===== src/logic/touch_out_pkg.sv =====
// Package: constants and types for the ten-channel touch button output logic.
// Assumes a 100 MHz sys_clk; strap levels arrive already digitised as codes.
package touch_out_pkg;

  // ------------------------------------------------------------
  // Sizes and bus
  // ------------------------------------------------------------
  localparam int          NUM_CH        = 10;
  localparam int          ADDR_W        = 4;
  localparam int          DATA_W        = 32;
  localparam int          COUNT_W       = 16;

  // ------------------------------------------------------------
  // Register byte offsets
  // ------------------------------------------------------------
  localparam logic [ADDR_W-1:0] OFS_STATUS  = 4'h0;
  localparam logic [ADDR_W-1:0] OFS_CONFIG  = 4'h4;
  localparam logic [ADDR_W-1:0] OFS_THRESH  = 4'h8;
  localparam logic [ADDR_W-1:0] OFS_CONTROL = 4'hC;

  // ------------------------------------------------------------
  // Reset values and strap codes
  // ------------------------------------------------------------
  localparam logic [COUNT_W-1:0] THRESH_RST = 16'h0040;
  localparam logic [1:0]  STRAP_GND     = 2'h0;
  localparam logic [1:0]  STRAP_RES1    = 2'h1;
  localparam logic [1:0]  STRAP_RES2    = 2'h2;
  localparam logic [1:0]  STRAP_VDD     = 2'h3;
  localparam logic [6:0]  HOLD_STEPS_MAX = 7'h64;
  localparam logic [6:0]  DEBUG_BASE_STEP = 7'h64;

  // ------------------------------------------------------------
  // Timing
  // ------------------------------------------------------------
  localparam int          CLK_HZ        = 100_000_000;
  localparam int          TIMEOUT_S     = 20;
  localparam int          HOLD_STEP_MS  = 20;
  localparam int          MS_CYCLES     = CLK_HZ / 1000;
  localparam int          STEP_CYCLES   = HOLD_STEP_MS * MS_CYCLES;
  localparam longint      TIMEOUT_CYCLES = longint'(TIMEOUT_S) * CLK_HZ;
  localparam int          INIT_CYCLES   = 4;

  typedef enum logic [1:0] {
    ST_INIT = 2'b01,
    ST_RUN  = 2'b10
  } phase_e;

endpackage

===== src/logic/touch_button_output_logic.sv =====
// Top: ten touch channels to ten active-low button outputs, with straps.
// Assumes strap and count inputs are static or from the sensing front end;
// straps are asynchronous pins and are synchronised before use.
//
// Added by the designer: the Avalon-MM interface to the registers and the placing of the registers.
`timescale 1ns/1ps
// Function
// - Ten inputs, ten active-low outputs, one-to-one.
// - Stuck touch released after timeout period.
// - Timeout strap gives timeout and noise level.
// - Toggle mode inverts output on each press.
// - Toggle strap gives toggle and suppression.
// - Suppression allows only first touched button.
// - Hold output low after release, 20 ms steps.
// - Hold strap code gives steps and debug.
// - No hold after timeout release.
// - Toggle mode disables hold.
// - One shared hold timer, restarted by releases.
// - Sensitivity set at power-up, then tracked.
// - Touch means count shift above threshold.
module touch_button_output_logic
  import touch_out_pkg::*;
#(
  parameter int     NCH         = NUM_CH,
  parameter longint TIMEOUT_CYC = TIMEOUT_CYCLES,
  parameter int     STEP_CYC    = STEP_CYCLES
) (
  input  wire logic              sys_clk,
  input  wire logic              reset,
  input  wire logic              sampleValid,
  input  wire logic [NCH*COUNT_W-1:0] rawCount,
  input  wire logic [1:0]        timeoutNoiseStrap,
  input  wire logic [1:0]        toggleSuppressStrap,
  input  wire logic [7:0]        holdTimeResistor,
  input  wire logic [ADDR_W-1:0] avs_address,
  input  wire logic              avs_read,
  input  wire logic              avs_write,
  input  wire logic [DATA_W-1:0] avs_writedata,
  output logic      [DATA_W-1:0] avs_readdata,
  output logic                   avs_waitrequest,
  output logic      [NCH-1:0]    buttonOutput_n,
  output logic                   highNoiseImmunity,
  output logic                   debugEnable
);

  // ------------------------------------------------------------
  // State
  // ------------------------------------------------------------
  typedef struct packed {
    phase_e                 phase;
    logic [2:0]             initCnt;
    logic [1:0]             tnSync1, tnSync2;
    logic [1:0]             tsSync1, tsSync2;
    logic [7:0]             hrSync1, hrSync2;
    logic                   timeoutEn;
    logic                   highNoise;
    logic                   toggleEn;
    logic                   suppressEn;
    logic [6:0]             holdSteps;
    logic                   debugEn;
    logic [NCH-1:0]         touchPrev;
    logic [NCH-1:0]         on;
    logic [NCH-1:0]         timedOut;
    logic [NCH-1:0]         holding;
    logic [NCH-1:0][31:0]   stuckCnt;
    logic [31:0]            holdCnt;
    logic [6:0]             holdStepCnt;
    logic [COUNT_W-1:0]     threshold;
    logic                   ack;
    logic [DATA_W-1:0]      rdata;
  } top_s;

  top_s s_q;
  top_s s_d;
  logic [NCH-1:0] touched;

  touch_classifier #(.NCH(NCH), .CW(COUNT_W)) u_cls (
    .sys_clk     (sys_clk),
    .reset       (reset),
    .sampleValid (sampleValid),
    .rawCount    (rawCount),
    .threshold   (s_q.threshold),
    .touched     (touched)
  );

  // Lowest index wins a same-cycle tie under suppression
  function automatic logic [NCH-1:0] firstOne(input logic [NCH-1:0] v);
    firstOne = v & (~v + 1'b1);
  endfunction

  // ------------------------------------------------------------
  // Next state
  // ------------------------------------------------------------
  always_comb begin
    logic [NCH-1:0] rise, fall, want, grant;
    logic           anyFall;
    rise = '0; fall = '0; want = '0; grant = '0; anyFall = 1'b0;
    s_d = s_q;
    s_d.tnSync1 = timeoutNoiseStrap;
    s_d.tnSync2 = s_q.tnSync1;
    s_d.tsSync1 = toggleSuppressStrap;
    s_d.tsSync2 = s_q.tsSync1;
    s_d.hrSync1 = holdTimeResistor;
    s_d.hrSync2 = s_q.hrSync1;
    s_d.ack     = 1'b0;

    case (s_q.phase)
      ST_INIT: begin
        s_d.initCnt = s_q.initCnt + 3'h1;
        if (s_q.initCnt == 3'(INIT_CYCLES)) begin
          // Straps captured once; settings stay fixed until reset
          s_d.timeoutEn  = (s_q.tnSync2 == STRAP_RES1) || (s_q.tnSync2 == STRAP_VDD);
          s_d.highNoise  = (s_q.tnSync2 == STRAP_RES2) || (s_q.tnSync2 == STRAP_VDD);
          s_d.toggleEn   = (s_q.tsSync2 == STRAP_RES1) || (s_q.tsSync2 == STRAP_VDD);
          s_d.suppressEn = (s_q.tsSync2 == STRAP_RES2) || (s_q.tsSync2 == STRAP_VDD);
          // Code = (ohms-300)/30; codes from 100 up are the debug band
          if (s_q.hrSync2[6:0] >= DEBUG_BASE_STEP || s_q.hrSync2[7]) begin
            s_d.debugEn   = 1'b1;
            s_d.holdSteps = s_q.hrSync2[7] ? HOLD_STEPS_MAX
                          : 7'(s_q.hrSync2[6:0] - DEBUG_BASE_STEP);
          end else begin
            s_d.debugEn   = 1'b0;
            s_d.holdSteps = s_q.hrSync2[6:0];
          end
          s_d.phase = ST_RUN;
        end
      end
      ST_RUN: begin
        rise    = touched & ~s_q.touchPrev;
        fall    = ~touched & s_q.touchPrev;
        anyFall = |fall;
        s_d.touchPrev = touched;
        for (int i = 0; i < NCH; i++) begin
          // Stuck counter only runs during continuous contact
          if (touched[i] && !s_q.timedOut[i]) s_d.stuckCnt[i] = s_q.stuckCnt[i] + 32'h1;
          else if (!touched[i]) s_d.stuckCnt[i] = '0;
          if (!touched[i]) s_d.timedOut[i] = 1'b0;
        end
        if (s_q.toggleEn) begin
          want = s_q.on ^ rise;
        end else begin
          want = touched & ~s_q.timedOut;
        end
        if (s_q.suppressEn) begin
          // An existing owner keeps the output; newcomers wait
          if (|(s_q.on & want)) grant = firstOne(s_q.on & want);
          else grant = firstOne(want);
        end else begin
          grant = want;
        end
        for (int i = 0; i < NCH; i++) begin
          if (s_q.timeoutEn && grant[i] && touched[i] && !s_q.timedOut[i]
              && s_q.stuckCnt[i] >= 32'(TIMEOUT_CYC)) begin
            grant[i]          = 1'b0;
            s_d.timedOut[i]   = 1'b1;
            s_d.stuckCnt[i]   = '0;
          end
        end
        s_d.on = grant;
        // Shared hold timer; a new release cuts any earlier hold short
        if (anyFall) begin
          s_d.holding     = (s_q.toggleEn || s_q.holdSteps == '0) ? '0
                          : (fall & s_q.on & ~s_q.timedOut);
          s_d.holdCnt     = '0;
          s_d.holdStepCnt = '0;
        end else if (|s_q.holding) begin
          if (s_q.holdCnt == 32'(STEP_CYC - 1)) begin
            s_d.holdCnt     = '0;
            s_d.holdStepCnt = s_q.holdStepCnt + 7'h1;
            if (s_q.holdStepCnt + 7'h1 >= s_q.holdSteps) s_d.holding = '0;
          end else begin
            s_d.holdCnt = s_q.holdCnt + 32'h1;
          end
        end
        s_d.holding = s_d.holding & ~touched;
      end
      default: s_d.phase = ST_INIT;
    endcase

    // Avalon slave: one wait cycle, then answer
    s_d.rdata = '0;
    if ((avs_read || avs_write) && !s_q.ack) begin
      s_d.ack = 1'b1;
      if (avs_write && avs_address == OFS_THRESH) s_d.threshold = avs_writedata[COUNT_W-1:0];
      if (avs_read) begin
        if (avs_address == OFS_STATUS) s_d.rdata = DATA_W'({s_q.timedOut, s_q.on});
        else if (avs_address == OFS_CONFIG)
          s_d.rdata = DATA_W'({s_q.debugEn, s_q.holdSteps, s_q.suppressEn, s_q.toggleEn,
                               s_q.highNoise, s_q.timeoutEn});
        else if (avs_address == OFS_THRESH) s_d.rdata = DATA_W'(s_q.threshold);
        else if (avs_address == OFS_CONTROL) s_d.rdata = DATA_W'(touched);
        else s_d.rdata = '0;
      end
    end
  end

  always_ff @(posedge sys_clk) begin
    if (reset) begin
      s_q           <= '0;
      s_q.phase     <= ST_INIT;
      s_q.threshold <= THRESH_RST;
    end else begin
      s_q <= s_d;
    end
  end

  // ------------------------------------------------------------
  // Outputs
  // ------------------------------------------------------------
  assign buttonOutput_n    = ~(s_q.on | s_q.holding);
  assign avs_waitrequest   = (avs_read || avs_write) && !s_q.ack;
  assign avs_readdata      = s_q.rdata;
  assign highNoiseImmunity = s_q.highNoise;
  assign debugEnable       = s_q.debugEn;
endmodule


===== src/logic/touch_classifier.sv =====
// Touch classifier: baseline tracking and threshold compare per channel.
// Assumes count samples arrive on sys_clk with a one-cycle valid strobe.
`timescale 1ns/1ps
module touch_classifier
  import touch_out_pkg::*;
#(
  parameter int NCH = NUM_CH,
  parameter int CW  = COUNT_W
) (
  input  wire logic              sys_clk,
  input  wire logic              reset,
  input  wire logic              sampleValid,
  input  wire logic [NCH*CW-1:0] rawCount,
  input  wire logic [CW-1:0]     threshold,
  output logic      [NCH-1:0]    touched
);

  typedef struct packed {
    logic [NCH-1:0][CW-1:0] base;
    logic [NCH-1:0]         seeded;
    logic [NCH-1:0]         touched;
  } cls_s;

  cls_s s_q;
  cls_s s_d;

  function automatic logic [CW-1:0] shiftOf(input logic [CW-1:0] c, input logic [CW-1:0] b);
    shiftOf = (c > b) ? CW'(c - b) : '0;
  endfunction

  always_comb begin
    logic [CW-1:0] c;
    c = '0;
    s_d = s_q;
    if (sampleValid) begin
      for (int i = 0; i < NCH; i++) begin
        c = rawCount[i*CW +: CW];
        if (!s_q.seeded[i]) begin
          // Baseline is learnt at power-up without external tuning
          s_d.base[i]   = c;
          s_d.seeded[i] = 1'b1;
        end else begin
          s_d.touched[i] = shiftOf(c, s_q.base[i]) > threshold;
          // Slow drift tracking only while untouched, so a held finger is not absorbed
          if (!s_d.touched[i]) begin
            if (c > s_q.base[i]) s_d.base[i] = CW'(s_q.base[i] + 1'b1);
            else if (c < s_q.base[i]) s_d.base[i] = CW'(s_q.base[i] - 1'b1);
          end
        end
      end
    end
  end

  always_ff @(posedge sys_clk) begin
    if (reset) s_q <= '0;
    else s_q <= s_d;
  end

  assign touched = s_q.touched;
endmodule


===== config.mk =====
export PLATFORM = sky130hd
export DESIGN_NAME = touch_button_output_logic
export DESIGN_NICKNAME = d
export VERILOG_FILES = /design/src/logic/touch_out_pkg.sv /design/src/logic/touch_button_output_logic.sv /design/src/logic/touch_classifier.sv
export SDC_FILE = /design/constraint.sdc
export NUM_CORES = 2
export LEC_CHECK = 0
export ABC_AREA = 0
export BUFFER_PORTS_ARGS = -buffer_cell sky130_fd_sc_hd__buf_2
export CAP_MARGIN = 20
export CELL_PAD_IN_SITES_DETAIL_PLACEMENT = 0
export CELL_PAD_IN_SITES_GLOBAL_PLACEMENT = 1
export CORE_MARGIN = 5
export CORE_UTILIZATION = 30
export DETAILED_ROUTE_END_ITERATION = 7
export GPL_TIMING_DRIVEN = 0
export PLACE_DENSITY_LB_ADDON = 0.1
export RECOVER_POWER = 100
export SETUP_SLACK_MARGIN = 0.05
export SLEW_MARGIN = 30
export SYNTH_ARGS = -nofsm -noshare
export SYNTH_HDL_FRONTEND = slang
export SYNTH_SLANG_ARGS = --single-unit

===== constraint.sdc =====
create_clock -name sys_clk -period 15.65 [get_ports sys_clk]
set_input_delay 2.3475 -clock sys_clk [delete_from_list [all_inputs] [get_ports sys_clk]]
set_output_delay 2.3475 -clock sys_clk [all_outputs]
set_load 0.05 [all_outputs]

==> impl_results.md <==
- Post-DRT Antenna Nets: 0
- Xor/xnor share of the synthesized area: under 10%
- Yosys warnings: 0
- Fill count: around 17k
- Total GRT Usage: a little over a fifth
- FF-to-FF setup slack: 7720 ps
- DIE WIDTH: 414 µm
- Routed WL: 193 mm
- Maximum clock path buffer count: 3
- Max-cap violations: 2
- Sum Neg Setup Slack: 0 ps
- Top_reg_cell synth: dfxtp_1
- Via count: ~47k
- Drt wl/cell: ~21 µm
- Io pins: roughly 260
- Syn Inst Count: between 6k and 7k
- Largest net degree at the start of global routing: 25
- Reg clk slew, reported paths: roughly 60 ps
- Die height: between 400 and 500 µm
- CTS tree: yes
- Worst Hold Class: flip-flop to flip-flop
- Setup-failing EPs final: 0
- Max H-tree Level: 3
- Crit. End Element: flip-flop
- Post-CTS sizing: 0
- Min-Delay Startpoint: s_d[476]
- Final Util: 34.5%
- First-pass GRT wire length: 287 mm
- RR Endpoint: u_cls.s_q[146]
- Initial antenna violation count: 32
- Syn Std Cell Area: between 40000 and 50000 µm²
- Share of layout cells above drive strength 1: between 7 and 8%
- Clock skew: about 33 ps
- DR pass1 iterations: 8
- Final Hold Viols: 0
- Crit-path max FO: 24
- Failing checks: max-capacitance violations, max-slew violations
- Core Region: around 160000 µm²
- WHS Path Cells: 1
- DR vias/cell: ~5.3
- CTS Buf Count: slightly below 90
- Fmax: 106 MHz
- Largest family of logic cells by synthesized area: compound AO/OA/AOI/OAI gates
- RR Startpoint: u_cls.s_q[132]
- Setup Fix Bufs, Post-CTS: 0
- Hold_ws: roughly 430 ps
- Power per Cell Area: between 150 and 200 nW/µm²
- Worst-Margin Slew: 1850 ps
- CTS Sinks: 648
- Number of synthesized flops with an enable pin: 0
- Multiplexer area fraction after synthesis: 2.28%
- Number of global-route vias before repair: about 46k
- Fin. max-slew vios: 21
- Worst ir drop on vdd: a little under 0.00008 V
- Syn_area_per_cell: around 7.7 µm²
- Pre-CTS WS: between 6000 and 7000 ps
- Syn-to-layout area delta: 14.4%
- Number of port buffers: about 230
- #FFs+latches synth: 648
- Outcome: finished, violations left
- Crit share post-route: between 60% and 70%
- Num rows: roughly 150
- Total gr overflow: 0
- Final min period: 9400 ps
- Worst endpoint required time: around 16000 ps
- Hold Crit Endpoint: s_q[476]
- Unique masters post-synth: 98
- Register area share after synthesis: 26.5%
- Post-CTS Hold Fix Bufs: 0
- CP Class: primary input to flip-flop
- RD Place Congestion: 0.891
- Complex-gate fraction of the synthesized area: about a quarter
- Worst Reg2Reg Path Length in Cells: 23
- Max-slew headroom: -24.9%
- Adder-Cell Fraction of Synth Area: 13.4%
- Startpoint type of the worst setup path: primary input
- Most frequent cells in the layout: 755 x nor2_1, 647 x dfxtp_1, 545 x o21ai_0
- Iter 0 DRT Violations: 3005
- Critical Path AT: approximately 10000 ps
- Clock latency on the worst-skew pair: roughly 700 ps
- Leading cell type in the layout, fill and taps excluded: nor2_1
- DRC viols: 0
- Initial Util: a little under a third
- Nets: between 7k and 8k
- Hpwl dp: around 150 mm
- Ys async rst share: 0%
- Die area: about 170000 µm²
- Setup slack after layout: around 6300 ps
- Post-Synth Simple-Gate Area: a little under a quarter
- RSZ-0062 raised after global routing: false
- Root Driver: clkbuf_16
- Lkg Pwr: roughly 22 nW
## metal layers
| layer | GRT usage, % | vias to the layer above | share of wire, % |
|---|---|---|---|
| li1 | - | 23700 | - |
| met1 | 29.4 | 22400 | 47 |
| met2 | 36.0 | 984 | 45 |
| met3 | 3.01 | 220 | 4.6 |
| met4 | 7.31 | 12 | 3.5 |
| met5 | 0 | - | 0.039 |
## final cells by class
cell class	count	area (µm²)	area share [%]
diodes	14	35.0	0.0626
plain buffers	275	1220	2.18
clock buffers	134	2650	4.73
clock inverters	25	419	0.749
inverters	348	1310	2.33
multi-input cells	5125	33400	59.6
flip-flops and latches	648	13000	23.2
well taps	2175	2720	4.86
repair buffers	242	1280	2.29
## report_power, final
part	switching (mW)	leakage, nW	total, mW	internal [mW]
Sequential	0.134	5.26	1.94	1.81
Combinational	2.57	15.4	4.39	1.83
Clock	0.863	1.49	2.15	1.29
Total	3.56	22.2	8.49	4.93
## sequential cells by signal, indices dropped and copies added (netlist names)
name,cells
u_cls.touched,10
s_d,12
debugEnable,1
avs_readdata,20
highNoiseImmunity,1
s_q,443
u_cls.s_q,161
## cells in the mapped netlist (all sizes together) (49+ instances only)
library cell  instances  area share [%]
xor2                176             3.2
a21o                134             2.1
nor2b               130             1.7
nor3                115             1.2
inv                 348             2.7
buf                  88             1.1
a211oi              199             3.1
nand4                93             1.2
dfxtp               648              27
nand2               543             4.2
nand2b               66            0.84
nor4                 49            0.64
and3                139             1.8
nor2                757             5.8
ha                  493              13
xnor2               193             3.5
clkbuf              187             1.4
a21oi               403             4.1
mux2i               108             2.2
o21ai               563             5.8
nand3               233             2.4
o31ai               108             1.7
## per-stage QoR
step	area (µm²)	total power, mW	instances
3_5_place_dp	53200	6.34	8812
5_1_grt	55900	9.19	8978
4_1_cts	56200	8.56	8971
3_3_place_gp	52800	6.31	8799
2_1_floorplan	49000	5.27	6396
6_report	56000	8.49	8986
## worst max-delay path, stage by stage
cell and delay (ps):
buf_2 100, inv_1 170, ha_1 210, inv_1 50, fa_1 440, a211o_1 320
a21oi_1 190, o21ai_0 170, a211oi_1 460, o21ai_0 290, a221oi_1 480, or2_2 190
clkbuf_1 370, clkbuf_1 1020, ha_1 460, a21oi_1 160, o21ai_0 210, a2111oi_0 790
o31ai_1 270, o41a_1 400, a21o_1 230, a21oi_1 180, xnor2_1 150, mux2i_1 90
a211oi_1 230
## cells by family (layout without fill, tap and decap cells)
kind of cell               count (synthesis)  count (layout)
AOI/OAI and AO/OA                       1795            1795
xor gates and xnor gates                 369             369
adders and majority gates                513             513
buffers and inverters                    623            1024
DFF                                      648             648
muxes                                    111             111
other                                      1              26
and+or+nand+nor                         2325            2325
## worst max path at each step
stage,startpoint,cells past startpoint,end
global route,rawCount[112],25,u_cls.s_q[146]
floorplan,rawCount[112],24,u_cls.s_q[146]
detailed placement,rawCount[112],25,u_cls.s_q[146]
CTS,rawCount[112],25,u_cls.s_q[146]
global placement,rawCount[112],25,u_cls.s_q[146]
finish,rawCount[112],25,u_cls.s_q[146]
Note: power is estimated with default switching activity, not from simulation.
